==> config.mk <==
export PLATFORM = sky130hd
export DESIGN_NAME = cdr_ctrl_regs
export DESIGN_NICKNAME = d
export VERILOG_FILES = /design/src/hdl/cdr_pkg.sv /design/src/hdl/cdr_ctrl_regs.sv /design/src/hdl/cdr_ramp.sv
export SDC_FILE = /design/constraint.sdc
export NUM_CORES = 1
export LEC_CHECK = 0
export ABC_AREA = 1
export BUFFER_PORTS_ARGS = -buffer_cell sky130_fd_sc_hd__buf_4
export CORE_MARGIN = 3
export CORE_UTILIZATION = 25
export DETAILED_ROUTE_END_ITERATION = 10
export GPL_TIMING_DRIVEN = 0
export PLACE_DENSITY = 0.52
export SETUP_SLACK_MARGIN = 0.02
export SLEW_MARGIN = 25
export SYNTH_ARGS = -nofsm -noshare
export SYNTH_HDL_FRONTEND = slang
export SYNTH_SLANG_ARGS = --single-unit
==> constraint.sdc <==
create_clock -name mclk -period 16 [get_ports mclk]
set_input_delay 0.8 -clock mclk [delete_from_list [all_inputs] [get_ports mclk]]
set_output_delay 0.8 -clock mclk [all_outputs]
set_load 0.02 [all_outputs]
==> src/hdl/cdr_pkg.sv <==
// Shared constants and carrier types for the codec control register set.
package cdr_pkg;
  // Register indices as carried in the upper byte of a control word.
  localparam logic [7:0] REG_DAC_MODE = 8'h44;
  localparam logic [7:0] REG_DAC_FILT = 8'h45;
  localparam logic [7:0] REG_ADC_GAIN_L = 8'h46;
  localparam logic [7:0] REG_ADC_GAIN_R = 8'h47;
  localparam logic [7:0] REG_ADC_CLK = 8'h48;
  localparam logic [7:0] REG_BASE = REG_DAC_MODE;
  localparam int REG_COUNT = 5;
  // Slot numbers inside the register array.
  localparam int SLOT_DAC_MODE = 0;
  localparam int SLOT_DAC_FILT = 1;
  localparam int SLOT_ADC_GAIN = 2;
  localparam int SLOT_ADC_CLK = 4;
  // Reset values and writable bits, slot 4 first.
  localparam logic [REG_COUNT-1:0][7:0] REG_RESET = {8'h00, 8'hD7, 8'hD7, 8'h00, 8'h00};
  localparam logic [REG_COUNT-1:0][7:0] REG_MASK = {8'hF3, 8'hFF, 8'hFF, 8'hF3, 8'h47};
  // Field positions.
  localparam int B_OVER = 6;
  localparam int B_PHASE = 2;
  localparam int B_MUTE_L = 0;
  localparam int B_ROLLOFF = 7;
  localparam int B_RATE_LO = 5;
  localparam int B_DEEMPH = 4;
  localparam int B_ZPOL = 1;
  localparam int B_ZFUNC = 0;
  localparam int B_CLKSET = 7;
  localparam int B_MODE_LO = 4;
  // Attenuator codes.
  localparam logic [7:0] ADC_MUTE_CEIL = 8'h0E;
  localparam logic [7:0] DAC_MUTE_CEIL = 8'h36;
  localparam logic [7:0] MUTE_CODE = 8'h00;
  // Step timing in sample periods.
  localparam logic [2:0] FS_PER_STEP_LAST = 3'h7;
  localparam logic [9:0] ZC_TIMEOUT_FS = 10'h200;

  typedef enum logic [1:0] {
    CDR_OSR_X16 = 2'b00,
    CDR_OSR_X32 = 2'b01,
    CDR_OSR_X64 = 2'b10,
    CDR_OSR_X128 = 2'b11
  } cdr_osr_e;

  typedef enum logic [1:0] {
    CDR_RATIO_512_768 = 2'b00,
    CDR_RATIO_256_384 = 2'b01,
    CDR_RATIO_128_192 = 2'b10
  } cdr_ratio_e;

  typedef enum logic [1:0] {
    CDR_DEEMPH_44K1 = 2'b00,
    CDR_DEEMPH_48K = 2'b01,
    CDR_DEEMPH_32K = 2'b10,
    CDR_DEEMPH_RSV = 2'b11
  } cdr_deemph_e;

  typedef enum logic [2:0] {
    CDR_MODE_SLAVE = 3'b000,
    CDR_MODE_M768 = 3'b001,
    CDR_MODE_M512 = 3'b010,
    CDR_MODE_M384 = 3'b011,
    CDR_MODE_M256 = 3'b100
  } cdr_mode_e;

  typedef struct packed {
    logic [7:0] index;
    logic [7:0] data;
  } cdr_ctl_word_s;
endpackage : cdr_pkg

==> src/hdl/cdr_ctrl_regs.sv <==
// Codec DAC and ADC control registers with soft mute and gain ramps.
`timescale 1ns/10ps
module cdr_ctrl_regs (
  // Clock, enable and reset.
  input wire logic mclk,
  input wire logic rstn,
  input wire logic ce,
  // Control port.
  input wire logic ctl_valid,
  input wire cdr_pkg::cdr_ctl_word_s ctl_word,
  input wire logic rd_valid,
  input wire logic [7:0] rd_index,
  output logic [7:0] rd_data,
  output logic rd_hit,
  // Sample timing and datapath status.
  input wire logic fs_tick,
  input wire logic [1:0] sysclk_ratio,
  input wire logic zero_cross_disable,
  input wire logic [1:0] adc_zero_cross,
  input wire logic [1:0] dac_zero_detect,
  input wire logic [7:0] dac_att_left,
  input wire logic [7:0] dac_att_right,
  // DAC controls.
  output logic [1:0] dac_osr_code,
  output logic dac_phase_invert,
  output logic dac_left_soft_mute,
  output logic dac_right_soft_mute,
  output logic [7:0] dac_left_level,
  output logic [7:0] dac_right_level,
  output logic filter_rolloff_select,
  output logic deemph_enable,
  output logic [1:0] deemph_rate_select,
  output logic left_zero_flag,
  output logic right_zero_flag,
  // ADC controls.
  output logic [7:0] adc_left_level,
  output logic [7:0] adc_right_level,
  output logic adc_ramp_busy,
  output logic adc_clock_set_select,
  output logic [2:0] adc_if_mode,
  output logic adc_master
);
  typedef struct packed {
    logic [cdr_pkg::REG_COUNT-1:0][7:0] regs;
    logic [2:0] div8;
    logic [1:0][9:0] nozc;
    logic [1:0][7:0] dac_prev;
    logic [1:0] zflag;
    logic [1:0] osr;
    logic [1:0] rate;
    logic master;
    logic [7:0] rd_data;
    logic rd_hit;
  } cdr_top_s;

  function automatic logic reg_mapped(input logic [7:0] idx);
    reg_mapped = (idx >= cdr_pkg::REG_BASE) && (idx <= cdr_pkg::REG_ADC_CLK);
  endfunction : reg_mapped

  function automatic logic [2:0] reg_slot(input logic [7:0] idx);
    logic [7:0] off;
    off = idx - cdr_pkg::REG_BASE;
    reg_slot = off[2:0];
  endfunction : reg_slot

  logic [1:0] rst_sync_q;
  logic rst_n;
  cdr_top_s q, d;
  logic [1:0][7:0] dac_tgt;
  logic [1:0] dac_cmd;
  logic [1:0] adc_cmd;
  logic [1:0] adc_step;
  logic [1:0] adc_busy;
  logic dac_step;
  logic [1:0][7:0] dac_lvl;
  logic [1:0][7:0] adc_lvl;
  logic wr_en;

  // The asynchronous reset is released through two flops.
  always_ff @(posedge mclk or negedge rstn) begin
    if (!rstn) begin
      rst_sync_q <= 2'b00;
    end else begin
      rst_sync_q <= {rst_sync_q[0], 1'b1};
    end
  end
  assign rst_n = rst_sync_q[1];

  assign wr_en = ctl_valid && reg_mapped(ctl_word.index);
  assign dac_step = fs_tick && (q.div8 == cdr_pkg::FS_PER_STEP_LAST);

  always_comb begin
    // Mute forces the attenuator target to mute; unmute restores the programmed level.
    dac_tgt[0] = q.regs[cdr_pkg::SLOT_DAC_MODE][cdr_pkg::B_MUTE_L] ? cdr_pkg::MUTE_CODE
      : dac_att_left;
    dac_tgt[1] = q.regs[cdr_pkg::SLOT_DAC_MODE][cdr_pkg::B_MUTE_L + 1] ? cdr_pkg::MUTE_CODE
      : dac_att_right;
    for (int c = 0; c < 2; c++) begin
      dac_cmd[c] = (dac_tgt[c] != q.dac_prev[c]);
      adc_cmd[c] = ctl_valid && (ctl_word.index == cdr_pkg::REG_ADC_GAIN_L + 8'(c));
      if (zero_cross_disable) begin
        adc_step[c] = fs_tick && (q.div8 == cdr_pkg::FS_PER_STEP_LAST);
      end else begin
        adc_step[c] = fs_tick && (adc_zero_cross[c]
          || (q.nozc[c] >= cdr_pkg::ZC_TIMEOUT_FS));
      end
    end
  end

  always_comb begin
    logic [7:0] data;
    logic [1:0] zraw;
    data = '0;
    zraw = '0;
    d = q;
    if (wr_en) begin
      data = ctl_word.data & cdr_pkg::REG_MASK[reg_slot(ctl_word.index)];
      d.regs[reg_slot(ctl_word.index)] = data;
    end
    if (fs_tick) begin
      d.div8 = q.div8 + 3'h1;
    end
    for (int c = 0; c < 2; c++) begin
      d.dac_prev[c] = dac_tgt[c];
      if (fs_tick) begin
        if (adc_zero_cross[c]) begin
          d.nozc[c] = '0;
        end else if (q.nozc[c] < cdr_pkg::ZC_TIMEOUT_FS) begin
          d.nozc[c] = q.nozc[c] + 10'h001;
        end
      end
    end
    // Oversampling ratio: base from clock ratio, one step up when the bit is set.
    case (cdr_pkg::cdr_ratio_e'(sysclk_ratio))
      cdr_pkg::CDR_RATIO_512_768: d.osr = cdr_pkg::CDR_OSR_X64;
      cdr_pkg::CDR_RATIO_256_384: d.osr = cdr_pkg::CDR_OSR_X32;
      cdr_pkg::CDR_RATIO_128_192: d.osr = cdr_pkg::CDR_OSR_X16;
      default: d.osr = cdr_pkg::CDR_OSR_X16;
    endcase
    if (q.regs[cdr_pkg::SLOT_DAC_MODE][cdr_pkg::B_OVER]) begin
      d.osr = d.osr + 2'b01;
    end
    if (q.regs[cdr_pkg::SLOT_DAC_FILT][cdr_pkg::B_ZFUNC]) begin
      zraw = {2{&dac_zero_detect}};
    end else begin
      zraw = dac_zero_detect;
    end
    d.zflag = zraw ^ {2{q.regs[cdr_pkg::SLOT_DAC_FILT][cdr_pkg::B_ZPOL]}};
    // The reserved rate code falls back to the default rate.
    case (cdr_pkg::cdr_deemph_e'(q.regs[cdr_pkg::SLOT_DAC_FILT][cdr_pkg::B_RATE_LO +: 2]))
      cdr_pkg::CDR_DEEMPH_44K1: d.rate = cdr_pkg::CDR_DEEMPH_44K1;
      cdr_pkg::CDR_DEEMPH_48K: d.rate = cdr_pkg::CDR_DEEMPH_48K;
      cdr_pkg::CDR_DEEMPH_32K: d.rate = cdr_pkg::CDR_DEEMPH_32K;
      default: d.rate = cdr_pkg::CDR_DEEMPH_44K1;
    endcase
    // Reserved interface codes decode as slave.
    case (cdr_pkg::cdr_mode_e'(q.regs[cdr_pkg::SLOT_ADC_CLK][cdr_pkg::B_MODE_LO +: 3]))
      cdr_pkg::CDR_MODE_M768, cdr_pkg::CDR_MODE_M512,
      cdr_pkg::CDR_MODE_M384, cdr_pkg::CDR_MODE_M256: d.master = 1'b1;
      default: d.master = 1'b0;
    endcase
    d.rd_hit = 1'b0;
    if (rd_valid) begin
      d.rd_hit = reg_mapped(rd_index);
      d.rd_data = reg_mapped(rd_index) ? q.regs[reg_slot(rd_index)] : 8'h00;
    end
  end

  always_ff @(posedge mclk or negedge rst_n) begin
    if (!rst_n) begin
      q <= '{regs: cdr_pkg::REG_RESET, div8: 3'h0, nozc: '0, dac_prev: '0, zflag: 2'b00,
        osr: cdr_pkg::CDR_OSR_X64, rate: cdr_pkg::CDR_DEEMPH_44K1, master: 1'b0,
        rd_data: 8'h00, rd_hit: 1'b0};
    end else if (ce) begin
      q <= d;
    end
  end

  // One pair of ramps per channel: ADC gain and DAC soft mute.
  for (genvar c = 0; c < 2; c++) begin : g_ch
    cdr_ramp #(
      .MUTE_CEIL(cdr_pkg::ADC_MUTE_CEIL),
      .INIT(cdr_pkg::REG_RESET[cdr_pkg::SLOT_ADC_GAIN])
    ) u_adc_ramp (
      .mclk(mclk),
      .ce(ce),
      .rst_n(rst_n),
      .cmd_valid(adc_cmd[c]),
      .cmd_level(ctl_word.data),
      .step(adc_step[c]),
      .level(adc_lvl[c]),
      .busy(adc_busy[c])
    );
    cdr_ramp #(
      .MUTE_CEIL(cdr_pkg::DAC_MUTE_CEIL),
      .INIT(cdr_pkg::MUTE_CODE)
    ) u_dac_ramp (
      .mclk(mclk),
      .ce(ce),
      .rst_n(rst_n),
      .cmd_valid(dac_cmd[c]),
      .cmd_level(dac_tgt[c]),
      .step(dac_step),
      .level(dac_lvl[c]),
      .busy()
    );
  end

  assign rd_data = q.rd_data;
  assign rd_hit = q.rd_hit;
  assign dac_osr_code = q.osr;
  assign dac_phase_invert = q.regs[cdr_pkg::SLOT_DAC_MODE][cdr_pkg::B_PHASE];
  assign dac_left_soft_mute = q.regs[cdr_pkg::SLOT_DAC_MODE][cdr_pkg::B_MUTE_L];
  assign dac_right_soft_mute = q.regs[cdr_pkg::SLOT_DAC_MODE][cdr_pkg::B_MUTE_L + 1];
  assign dac_left_level = dac_lvl[0];
  assign dac_right_level = dac_lvl[1];
  assign filter_rolloff_select = q.regs[cdr_pkg::SLOT_DAC_FILT][cdr_pkg::B_ROLLOFF];
  assign deemph_enable = q.regs[cdr_pkg::SLOT_DAC_FILT][cdr_pkg::B_DEEMPH];
  assign deemph_rate_select = q.rate;
  assign left_zero_flag = q.zflag[0];
  assign right_zero_flag = q.zflag[1];
  assign adc_left_level = adc_lvl[0];
  assign adc_right_level = adc_lvl[1];
  assign adc_ramp_busy = |adc_busy;
  assign adc_clock_set_select = q.regs[cdr_pkg::SLOT_ADC_CLK][cdr_pkg::B_CLKSET];
  assign adc_if_mode = q.regs[cdr_pkg::SLOT_ADC_CLK][cdr_pkg::B_MODE_LO +: 3];
  assign adc_master = q.master;
endmodule : cdr_ctrl_regs

==> src/hdl/cdr_ramp.sv <==
// Stepping attenuator with a single buffered level command.
`timescale 1ns/10ps
module cdr_ramp #(
  parameter logic [7:0] MUTE_CEIL = 8'h00,
  parameter logic [7:0] INIT = 8'h00
) (
  // Clock, enable and reset.
  input wire logic mclk,
  input wire logic ce,
  input wire logic rst_n,
  // Level command and step timing.
  input wire logic cmd_valid,
  input wire logic [7:0] cmd_level,
  input wire logic step,
  // Ramp state.
  output logic [7:0] level,
  output logic busy
);
  typedef enum logic [0:0] {
    CDR_RMP_IDLE = 1'b0,
    CDR_RMP_RUN = 1'b1
  } cdr_rmp_state_e;

  typedef struct packed {
    cdr_rmp_state_e st;
    logic [7:0] level;
    logic [7:0] target;
    logic [7:0] pend;
    logic pend_v;
  } cdr_rmp_s;

  cdr_rmp_s q, d;

  always_comb begin
    d = q;
    case (q.st)
      CDR_RMP_IDLE: begin
        if (cmd_valid) begin
          d.target = cmd_level;
          d.st = (cmd_level != q.level) ? CDR_RMP_RUN : CDR_RMP_IDLE;
        end
      end
      CDR_RMP_RUN: begin
        if (cmd_valid) begin
          d.pend = cmd_level;
          d.pend_v = 1'b1;
        end
        if (step) begin
          if (q.target < q.level) begin
            d.level = (q.level <= MUTE_CEIL + 8'h01) ? q.target : q.level - 8'h01;
          end else begin
            if (q.target <= MUTE_CEIL) begin
              d.level = q.target;
            end else begin
              d.level = (q.level < MUTE_CEIL) ? MUTE_CEIL + 8'h01 : q.level + 8'h01;
            end
          end
          if (d.level == q.target) begin
            d.st = CDR_RMP_IDLE;
            if (d.pend_v) begin
              d.target = d.pend;
              d.pend_v = 1'b0;
              d.st = (d.pend != d.level) ? CDR_RMP_RUN : CDR_RMP_IDLE;
            end
          end
        end
      end
      default: d.st = CDR_RMP_IDLE;
    endcase
  end

  always_ff @(posedge mclk or negedge rst_n) begin
    if (!rst_n) begin
      q <= '{st: CDR_RMP_IDLE, level: INIT, target: INIT, pend: INIT, pend_v: 1'b0};
    end else if (ce) begin
      q <= d;
    end
  end

  assign level = q.level;
  assign busy = (q.st == CDR_RMP_RUN);
endmodule : cdr_ramp

==> results of run 1 <==
==> worst max path at each step <==
stage,to,slack [ns],cells past startpoint
after floorplan,adc_clock_set_select,10.07,0
after global placement,q[46],6.87,0
after detailed placement,g_ch[1].u_adc_ramp.level[5],12.40,10
after CTS,g_ch[1].u_adc_ramp.level[2],12.61,11
after global routing,g_ch[1].u_adc_ramp.level[2],12.46,11
final,g_ch[1].u_adc_ramp.level[2],12.67,11
==> layout make-up <==
type	instances	area, µm²
buffer	118	799.5
clock buffer	39	760.7
clock inverter	10	105.1
fill	6910	43460
inverter	288	1081
multi-input combinational	1792	8802
sequential	201	5095
tap	837	1047
timing repair buffer	111	900.9
==> sequential cells by signal (all words and copies together), names as in the netlist, 2 cells and up <==
| register | cells |
|---|---|
| g_ch.u_dac_ramp.q | 34 |
| deemph_rate_select | 2 |
| rst_sync_q | 2 |
| g_ch.u_adc_ramp.busy | 2 |
| adc_if_mode | 3 |
| g_ch.u_dac_ramp.level | 16 |
| rd_data | 8 |
| g_ch.u_adc_ramp.q | 34 |
| dac_osr_code | 2 |
| q | 70 |
| g_ch.u_adc_ramp.level | 16 |
| g_ch.u_dac_ramp.busy | 2 |
==> kinds of logic after synthesis <==
logic type	Yosys count	share of synthesized area
AO/OA/AOI/OAI	298	0.1045
XOR/XNOR	45	0.02499
adder cells (fa/ha/maj)	41	0.03252
buffers and inverters	406	0.1192
flip-flops	201	0.3228
other	1	0.0002377
AND/OR/NAND/NOR	1407	0.3957
==> metrics by stage <==
stage | std cells | util | total power, mW
finish | 3396 | 0.2996 | 2.297
global route | 3396 | 0.2996 | 2.492
CTS | 3396 | 0.2996 | 2.324
detailed placement | 3346 | 0.2855 | 1.703
global placement | 3342 | 0.2839 | 1.702
floorplan | 2399 | - | 1.414
==> layout by cell type (no fill, tap or decap), types with 3 or more instances in the layout <==
master / synthesis / routed
xnor2_1: 18 / 18
o21ai_2: 3 / 3
clkbuf_16: 0 / 27
nor2_4: 7 / 7
xor2_1: 27 / 27
o22ai_1: 41 / 41
o31ai_1: 4 / 4
o21ai_0: 176 / 176
dfrtp_1: 152 / 151
nor2_2: 11 / 11
nand4_1: 33 / 33
dfstp_2: 49 / 49
buf_12: 1 / 3
buf_2: 14 / 14
nand3_2: 8 / 8
clkinv_1: 5 / 5
inv_2: 22 / 22
inv_1: 261 / 261
clkinv_2: 0 / 6
clkbuf_1: 27 / 35
nand3b_1: 16 / 16
nand3_1: 228 / 228
nor3b_1: 3 / 3
a21oi_1: 39 / 39
o211ai_1: 3 / 3
nand2_4: 23 / 23
nor2_1: 151 / 151
buf_6: 11 / 11
o21ai_1: 14 / 14
nand2_2: 33 / 33
ha_1: 41 / 41
clkbuf_8: 0 / 4
nand2_1: 864 / 864
a32o_1: 3 / 3
buf_4: 64 / 170
nor3_1: 15 / 15
a22oi_1: 3 / 3
==> layer usage <==
| layer | part of all wire | wire [µm] | track usage | vias up |
|---|---|---|---|---|
| met1 | 0.49 | 25080 | 0.2229 | 7082 |
| met4 | 0.019 | 963 | 0.03024 | 0 |
| met2 | 0.44 | 22440 | 0.2432 | 362 |
| met3 | 0.053 | 2716 | 0.02057 | 55 |
| li1 | - | - | - | 7928 |
| met5 | 0 | 0 | 0 | - |
==> worst max-delay path, cell delays in order (launching register included) <==
cell and delay, ns:
dfrtp_1 0.37, ha_1 0.16, ha_1 0.14, nand2_1 0.22
inv_1 0.22, nor2_1 0.07, a21oi_1 0.57, nand2_2 0.28
nor2_1 0.43, inv_1 0.12, clkbuf_1 0.25, o21ai_0 0.38
==> where the power goes <==
part           internal, mW  leakage (nW)  total, mW  switching (mW)
combinational         0.382          6.55       1.08           0.695
sequential            0.560          2.47      0.619          0.0590
clock                 0.360         0.423      0.601           0.240
total                  1.30          9.44       2.30           0.994
==> Implementation_results.wiki, run 1 <==
{| class="wikitable"
! Metric !! Value
|-
| Outcome || completed
|-
| RSZ-0062 raised after global routing || no
|-
| Nets || 2633
|-
| Total Routed Length || 51.21 mm
|-
| Num Clock Sinks || 201
|-
| Critical Path Start || q[52]
|-
| Cell with the most instances after synthesis || nand2_1
|-
| Worst setup slack after layout || 12.67 ns
|-
| Measured slew at the worst slew-check pin || 0.7493 ns
|-
| # Post-CTS Setup Buffers || 0
|-
| Later-pin clock latency in the skew report || 0.55 ns
|-
| Maximum resistive drop on vdd || 70.77 µV
|-
| Antenna Cells || 0
|-
| WP data required || 16.42 ns
|-
| Fraction of registers with async set/reset || 1.000
|-
| Total routing resource utilization after global routing || 0.1535
|-
| Critical-path maximum fanout || 10
|-
| Number of flip-flops and latches in the synthesized netlist || 201
|-
| Launch point of the worst reg-to-reg path || q[52]
|-
| Synthesized netlist cell count || 2399
|-
| Final number of max-transition violations || 0
|-
| Share of synthesized area occupied by flip-flops and latches || 0.3228
|-
| Share of the synthesized area in the top cell type || 0.2411
|-
| Worst r2r dst || g_ch[1].u_adc_ramp.level[2]
|-
| First DRT Iteration DRCs || 1097
|-
| Pre-CTS WS || 12.40 ns
|-
| Sink of the worst hold path || rst_sync_q[1]
|-
| Io pins || 111
|-
| Horizontal die dimension || 257.2 µm
|-
| Cell accounting for the most synthesized area || dfrtp_1
|-
| Total setup violations reported at the end of the flow || 0
|-
| Fraction of layout instances using a drive strength above 1 || 0.1610
|-
| Via count of the first global-routing pass || 14710
|-
| Drt drc || 0
|-
| Iteration count of the initial detailed-routing pass || 7
|-
| Core Region || 62050 µm²
|-
| Worst setup path class || reg -> reg
|-
| DP HPWL || 39.79 mm
|-
| Wire length of the first global-routing pass || 82.59 mm
|-
| Starting utilization of the core area || 0.2542
|-
| Hold Path Depth || 0
|-
| Worst Setup End Kind || register
|-
| Post-synth top cells || 864 x nand2_1, 261 x inv_1, 228 x nand3_1
|-
| Post-synth net total || 2493
|-
| Maximum clock skew at final layout || 0.01075 ns
|-
| Post_cts resized || 0
|-
| Final hold violations || 0
|-
| Depth of the worst register-to-register path || 11
|-
| Ranking of synthesized cells by area || dfrtp_1 24%, nand2_1 21%, dfstp_2 8.2%
|-
| Leak || 9.438 nW
|-
| Number of buffers created by CTS || 27
|-
| Root buffer selected by CTS || clkbuf_16
|-
| Setup slack, reg-to-reg || 12.67 ns
|-
| Htree depth || 1
|-
| PwrDens || 123.5 nW/µm²
|-
| Type of origin of the critical path || register
|-
| Smallest hold slack || 0.3511 ns
|-
| Maximum clock rate || 0.3002 GHz
|-
| Quantity of hold-fixing buffers added after cts || 1
|-
| CTS clock-pin slew for the worst setup and hold paths || 0.06 ns
|-
| FP Rows || 91
|-
| Accumulated negative setup slack || 0 ns
|-
| Clock tree from TritonCTS || built
|-
| Pin count of the biggest net entering global routing || 47
|-
| Number of synthesized flops with an enable pin || 0
|-
| DIE AREA || 66150 µm²
|-
| Placed Area || 17720 µm²
|-
| Maximum buffer depth of the clock tree || 3
|-
| Time the final worst path needs with I/O delays and setup || 3.331 ns
|-
| Final Cell Area || 18590 µm²
|-
| Beginning of the worst hold path || rst_sync_q[0]
|-
| Cell variety after synth || 57
|-
| Worst hold-check path type || reg -> reg
|-
| Data arrival time of the worst path || 3.75 ns
|-
| Vert. Die Dim || 257.2 µm
|-
| Max Cap Violations || 0
|-
| Area added between synthesis and finish || 17.86%
|-
| Post-route antenna net violation count || 0
|-
| Number of vias per cell after detailed routing || 4.543
|-
| GR Overflow Total || 0
|-
| Netlist area before placement || 15770 µm²
|-
| Antenna violations before repair || 0
|-
| Port bufs || 106
|-
| Top flip-flop cell by instance count after synthesis || dfrtp_1
|-
| Remaining max-slew budget at the tightest pin || 0.4966
|-
| Synthesis Warnings || 0
|-
| Routability Congestion || 0.8740
|-
| Vias || 15430
|-
| Final worst path period share || 0.2082
|-
| Detail-routed net length per standard cell || 15.08 µm
|-
| Mapped Avg Cell Area || 6.575 µm²
|}
Power figures use the tool's default switching activity.
==> run 2: changes to the inputs <==
PLACE_DENSITY = 0.53   (was 0.52)
clock period = 2.98 ns   (was 16 ns; I/O delays follow)
==> Implementation_results.wiki, run 2 (synthesis results as in run 1) <==
{| class="wikitable"
! Metric !! Value
|-
| Horizontal die dimension || 257.2 µm
|-
| Starting utilization of the core area || 0.2542
|-
| Maximum clock skew at final layout || 0.01495 ns
|-
| Final hold violations || 0
|-
| Post-route antenna net violation count || 0
|-
| DP HPWL || 39.37 mm
|-
| Hold Path Depth || 3
|-
| Maximum buffer depth of the clock tree || 3
|-
| RSZ-0062 raised after global routing || yes
|-
| First DRT Iteration DRCs || 1032
|-
| Num Clock Sinks || 201
|-
| Final Cell Area || 19150 µm²
|-
| Later-pin clock latency in the skew report || 0.55 ns
|-
| Remaining max-slew budget at the tightest pin || 0.5138
|-
| Io pins || 111
|-
| Number of buffers created by CTS || 26
|-
| Total number of cells along the worst setup path || 11
|-
| Depth of the worst register-to-register path || 11
|-
| Critical Path Start || q[52]
|-
| Launch point of the worst reg-to-reg path || q[52]
|-
| Critical-path maximum fanout || 10
|-
| Port bufs || 106
|-
| Cells along the critical path || ha_1 > ha_1 > nand2_1 > inv_1 > nor2_1 > a21oi_1 > nand2_1 > nor2_2 > inv_1 > clkbuf_2 > o21ai_0
|-
| Placed Area || 17720 µm²
|-
| Clock tree from TritonCTS || built
|-
| Family with the most delay on the worst path || simple AND/OR/NAND/NOR gates
|-
| Total routing resource utilization after global routing || 0.1505
|-
| Worst hold-check path type || in -> reg
|-
| Setup slack, reg-to-reg || 0.20 ns
|-
| Max Cap Violations || 0
|-
| Number of flip-flops under the largest register name || 70
|-
| Maximum resistive drop on vdd || 361.4 µV
|-
| Core Region || 62050 µm²
|-
| Final number of max-transition violations || 0
|-
| Area added between synthesis and finish || 21.43%
|-
| Maximum clock rate || 0.3593 GHz
|-
| PwrDens || 664.5 nW/µm²
|-
| Antenna Cells || 0
|-
| Worst setup path endpoint || g_ch[0].u_adc_ramp.level[6]
|-
| Measured slew at the worst slew-check pin || 0.7293 ns
|-
| Worst setup path class || reg -> reg
|-
| Worst r2r dst || g_ch[0].u_adc_ramp.level[6]
|-
| Total Routed Length || 51.16 mm
|-
| Routability Congestion || 0.8868
|-
| Htree depth || 1
|-
| Total setup violations reported at the end of the flow || 0
|-
| Leak || 9.649 nW
|-
| Crit-path max cell delay || 0.37 ns
|-
| Final worst path period share || 0.9340
|-
| Multi-input gate area || 8936 µm²
|-
| Total buffers and inverters traversed by the critical path || 3
|-
| Detail-routed net length per standard cell || 14.92 µm
|-
| Most common cell after layout, fill and taps aside || nand2_1
|-
| Pin count of the biggest net entering global routing || 50
|-
| Total power of the final layout || 12.73 mW
|-
| GR Overflow Total || 0
|-
| Root buffer selected by CTS || clkbuf_16
|-
| Register name with the most flops || q
|-
| Drt drc || 0
|-
| Nets || 2667
|-
| Seq. cell area || 5101 µm²
|-
| Data arrival time of the worst path || 3.25 ns
|-
| Time the final worst path needs with I/O delays and setup || 2.783 ns
|-
| CTS clock-pin slew for the worst setup and hold paths || 0.06 ns
|-
| Iteration count of the initial detailed-routing pass || 6
|-
| Vias || 15580
|-
| Type of origin of the critical path || register
|-
| Wire length of the first global-routing pass || 80.74 mm
|-
| Most frequent cells in the layout || 851 x nand2_1, 255 x inv_1, 226 x nand3_1, 184 x buf_4, 174 x o21ai_0
|-
| Worst Setup End Kind || register
|-
| Cell type of the slowest stage on the worst timing path || dfrtp_1
|-
| Fillcell total || 6865
|-
| DIE AREA || 66150 µm²
|-
| WP data required || 3.44 ns
|-
| FP Rows || 91
|-
| Leading registers by flop count || q x70, g_ch.u_adc_ramp.q x34, g_ch.u_dac_ramp.q x34
|-
| Antenna violations before repair || 2
|-
| Outcome || completed
|-
| Fraction of layout instances using a drive strength above 1 || 0.1809
|-
| Number of vias per cell after detailed routing || 4.542
|-
| Via count of the first global-routing pass || 14340
|-
| Vert. Die Dim || 257.2 µm
|}
## run 2: changes by cell type in the layout (fill, tap and decap cells not counted), moves of 6 or more
cell           delta
buf_2             -7
buf_4            +14
dlygate4sd3_1    +18
inv_1             -6
nand2_1          -13
nand2_2          +12
## run 2: per-layer routing
| layer | vias up | wire, µm | global-route usage |
|---|---|---|---|
| li1 | 8000 | - | - |
| met1 | 7169 | 25280 | 0.2170 |
| met2 | 357 | 22380 | 0.2381 |
| met3 | 50 | 2599 | 0.02283 |
| met4 | 2 | 890 | 0.03087 |
| met5 | - | 7 | 0 |
## run 2: where the power goes
part	internal, mW	total (mW)	switching (mW)	leakage (nW)
combinational	2.17	5.99	3.82	6.74
clock	2.11	3.41	1.30	0.451
sequential	3.01	3.33	0.315	2.46
## run 2: tightest hold or removal path: cells and delay by family
kind            cells  cell delay, ns
buf+inv             1            0.09
compound gates      1            0.17
simple gates        1            0.13
## run 2: stage by stage
stage / hold WS [ns] / worst slack [ns] / setup TNS [ns] / cells / util
after floorplan: -0.1466 / 0.4582 / 0 / 2399 / -
after global placement: -0.06697 / -0.3819 / -9.404 / 3342 / 0.2840
after detailed placement: -0.06630 / -0.3740 / -1.976 / 3346 / 0.2855
after CTS: 0.002065 / 0.02095 / 0 / 3413 / 0.3038
after global routing: 0.03870 / 0.008219 / 0 / 3430 / 0.3087
final: 0.03002 / 0.1967 / 0 / 3430 / 0.3087
## run 2: how the worst min path moves through the flow
| stage | from | endpoint |
|---|---|---|
| 6_report | dac_att_right[4] | q[28] |
| 5_1_grt | dac_att_right[4] | q[28] |
| 4_1_cts | dac_att_right[4] | q[28] |
| 3_5_place_dp | rstn | rst_sync_q[0] |
| 3_3_place_gp | rstn | rst_sync_q[0] |
| 2_1_floorplan | rstn | rst_sync_q[0] |
## run 2: cell type report
class,count,area share
Tap cell,837,0.05467
Clock buffer,40,0.04200
Multi-Input combinational cell,1794,0.4665
Inverter,288,0.05696
Clock inverter,8,0.006467
Timing Repair Buffer,145,0.06323
Sequential cell,201,0.2663
Buffer,117,0.04383
## run 2: timing repair
action,CTS,global route
gates resized for setup,7,59
pin swaps,0,9
gates cloned,0,3
hold buffers,19,0
hold endpoints to repair,20,0
setup endpoints to repair,23,49
buffers inserted,0,15
==> run 3: changes to the inputs <==
BUFFER_PORTS_ARGS = unset   (was -buffer_cell sky130_fd_sc_hd__buf_4)
DONT_BUFFER_PORTS = 1   (was unset)
PLACE_DENSITY = 0.5   (was 0.53)
clock period = 3 ns   (was 2.98 ns; I/O delays follow)
==> Implementation_results.wiki, run 3 (synthesis results as in run 1) <==
{| class="wikitable"
! Metric !! Value
|-
| Leak || 9.258 nW
|-
| Port bufs || 0
|-
| WP data required || 3.45 ns
|-
| FP Rows || 91
|-
| Met2 Use GR || 0.2460
|-
| Most common cell after layout, fill and taps aside || nand2_1
|-
| Worst path most repeated cell || nand2_1
|-
| Maximum clock skew at final layout || 0.02183 ns
|-
| Final number of max-transition violations || 0
|-
| PwrDens || 657.5 nW/µm²
|-
| Outcome || completed
|-
| Cell type of the slowest stage on the worst timing path || dfstp_2
|-
| Depth of the worst register-to-register path || 17
|-
| Crit-path max cell delay || 0.54 ns
|-
| Num Clock Sinks || 201
|-
| GR Overflow Total || 0
|-
| Pin count of the biggest net entering global routing || 46
|-
| Number of buffers created by CTS || 26
|-
| Final worst path period share || 0.9309
|-
| Area added between synthesis and finish || 18.38%
|-
| Wire length of the first global-routing pass || 83.12 mm
|-
| Launch point of the worst reg-to-reg path || g_ch[0].u_adc_ramp.level[4]
|-
| Critical-path maximum fanout || 8
|-
| Final Cell Area || 18670 µm²
|-
| Time the final worst path needs with I/O delays and setup || 2.793 ns
|-
| Fraction of layout instances using a drive strength above 1 || 0.1454
|-
| Htree depth || 1
|-
| Worst hold-check path type || in -> reg
|-
| Clock tree from TritonCTS || built
|-
| Starting utilization of the core area || 0.2542
|-
| Total routing resource utilization after global routing || 0.1566
|-
| Vert. Die Dim || 257.2 µm
|-
| Total setup violations reported at the end of the flow || 0
|-
| DIE AREA || 66150 µm²
|-
| Pre-CTS WS || -0.5283 ns
|-
| Met1 layer usage reported by global route || 0.2282
|-
| Detail-routed net length per standard cell || 15.79 µm
|-
| Measured slew at the worst slew-check pin || 0.8087 ns
|-
| Worst r2r dst || g_ch[0].u_adc_ramp.q[14]
|-
| DP HPWL || 40.45 mm
|-
| Leading registers by flop count || q x70, g_ch.u_adc_ramp.q x34, g_ch.u_dac_ramp.q x34
|-
| Placed Area || 16950 µm²
|-
| Core Region || 62050 µm²
|-
| Setup slack, reg-to-reg || 0.21 ns
|-
| Maximum resistive drop on vdd || 385.3 µV
|-
| Register name with the most flops || q
|-
| Final hold violations || 0
|-
| Antenna violations before repair || 0
|-
| Type of origin of the critical path || register
|-
| Iteration count of the initial detailed-routing pass || 5
|-
| Worst Setup End Kind || register
|-
| Maximum buffer depth of the clock tree || 3
|-
| Drt drc || 0
|-
| Most frequent cells in the layout || 852 x nand2_1, 256 x inv_1, 227 x nand3_1, 174 x o21ai_0, 148 x dfrtp_1
|-
| Total power of the final layout || 12.28 mW
|-
| Horizontal die dimension || 257.2 µm
|-
| Root buffer selected by CTS || clkbuf_16
|-
| Most Used Layer, Global Route || met2
|-
| Data arrival time of the worst path || 3.24 ns
|-
| Number of flip-flops under the largest register name || 70
|-
| Remaining max-slew budget at the tightest pin || 0.4567
|-
| CTS clock-pin slew for the worst setup and hold paths || 0.06 ns
|-
| Via count of the first global-routing pass || 14350
|-
| First DRT Iteration DRCs || 1092
|-
| Global routing usage on met3 || 0.02431
|-
| Worst setup slack after layout || 0.2072 ns
|-
| Io pins || 111
|-
| Max Cap Violations || 0
|-
| Post-route antenna net violation count || 0
|-
| Hold Path Depth || 2
|-
| Beginning of the worst hold path || ctl_word[0]
|-
| Number of vias per cell after detailed routing || 4.586
|-
| Later-pin clock latency in the skew report || 0.55 ns
|-
| Worst setup path class || reg -> reg
|-
| Vias || 15420
|-
| Total Routed Length || 53.07 mm
|-
| Sink of the worst hold path || dac_left_soft_mute
|-
| Nets || 2598
|-
| Cells along the critical path || buf_8 > clkinvlp_4 > ha_2 > nand2_1 > nor2_4 > nand2_4 > nand3_1 > nand2_1 > nand2_2 > and2_0 > nand2_1 > nor2_2 > nand3_4 > nand2_4 > nand2_1 > nand2_1 > inv_1
|-
| Routability Congestion || 0.8654
|-
| Maximum clock rate || 0.3581 GHz
|}
-- run 3: per-layer routing --
metal	vias to the layer above	share of wire
met1	7157	0.49
met5	-	0
met2	340	0.44
li1	7873	-
met3	47	0.053
met4	0	0.016
-- run 3: critical path, delay by kind of cell (launching register included) --
family | cells | cell delay (ns)
adder cells (fa/ha/maj) | 1 | 0.33
AND/OR/NAND/NOR | 13 | 1.48
flip-flops | 1 | 0.54
buffers and inverters | 3 | 0.32
-- run 3: stage by stage --
stage | std cells | utilization | setup TNS [ns] | hold WS [ns]
2_1_floorplan | 2399 | - | 0 | -0.1456
4_1_cts | 3338 | 0.2954 | 0 | 0.003237
5_1_grt | 3361 | 0.3009 | -0.02857 | 0.01798
3_5_place_dp | 3241 | 0.2731 | -3.207 | -0.1455
6_report | 3362 | 0.3009 | 0 | 0.009797
3_3_place_gp | 3236 | 0.2711 | -18.04 | -0.1455
-- run 3: final cells by class --
cell class                      instances  area, µm²
Antenna cell                            1      2.502
Buffer                                116      832.0
Clock buffer                           42      802.0
Clock inverter                          6      55.05
Fill cell                            6870      43380
Inverter                              288       1094
Multi-Input combinational cell       1794       8959
Sequential cell                       201       5099
Tap cell                              837       1047
Timing Repair Buffer                   77      783.3
-- run 3: worst max path at each step --
| stage | startpoint | end | slack (ns) |
|---|---|---|---|
| 4_1_cts | g_ch[1].u_adc_ramp.level[6] | g_ch[1].u_adc_ramp.q[13] | 0.02 |
| 3_3_place_gp | q[52] | g_ch[1].u_adc_ramp.level[5] | -0.60 |
| 5_1_grt | g_ch[1].u_dac_ramp.level[5] | g_ch[1].u_dac_ramp.q[9] | -0.02 |
| 6_report | g_ch[0].u_adc_ramp.level[4] | g_ch[0].u_adc_ramp.q[14] | 0.21 |
| 3_5_place_dp | q[52] | g_ch[1].u_adc_ramp.level[2] | -0.53 |
| 2_1_floorplan | g_ch[1].u_adc_ramp.level[6] | g_ch[1].u_adc_ramp.q[12] | 0.48 |
-- run 3: where the power goes --
| group | internal [mW] | switching [mW] |
|---|---|---|
| Clock | 1.90 | 1.29 |
| Sequential | 2.99 | 0.318 |
| Combinational | 2.00 | 3.78 |
| Total | 6.89 | 5.39 |
-- run 3: timing repair --
| action | 4_1_cts | 5_1_grt |
|---|---|---|
| setup endpoints to repair | 34 | 50 |
| gates resized for setup | 11 | 54 |
| setup buffers | 2 | 22 |
| endpoints found under the hold margin | 80 | 0 |
| pin swaps | 2 | 10 |
| gates cloned | 0 | 2 |
| hold buffers | 48 | 0 |
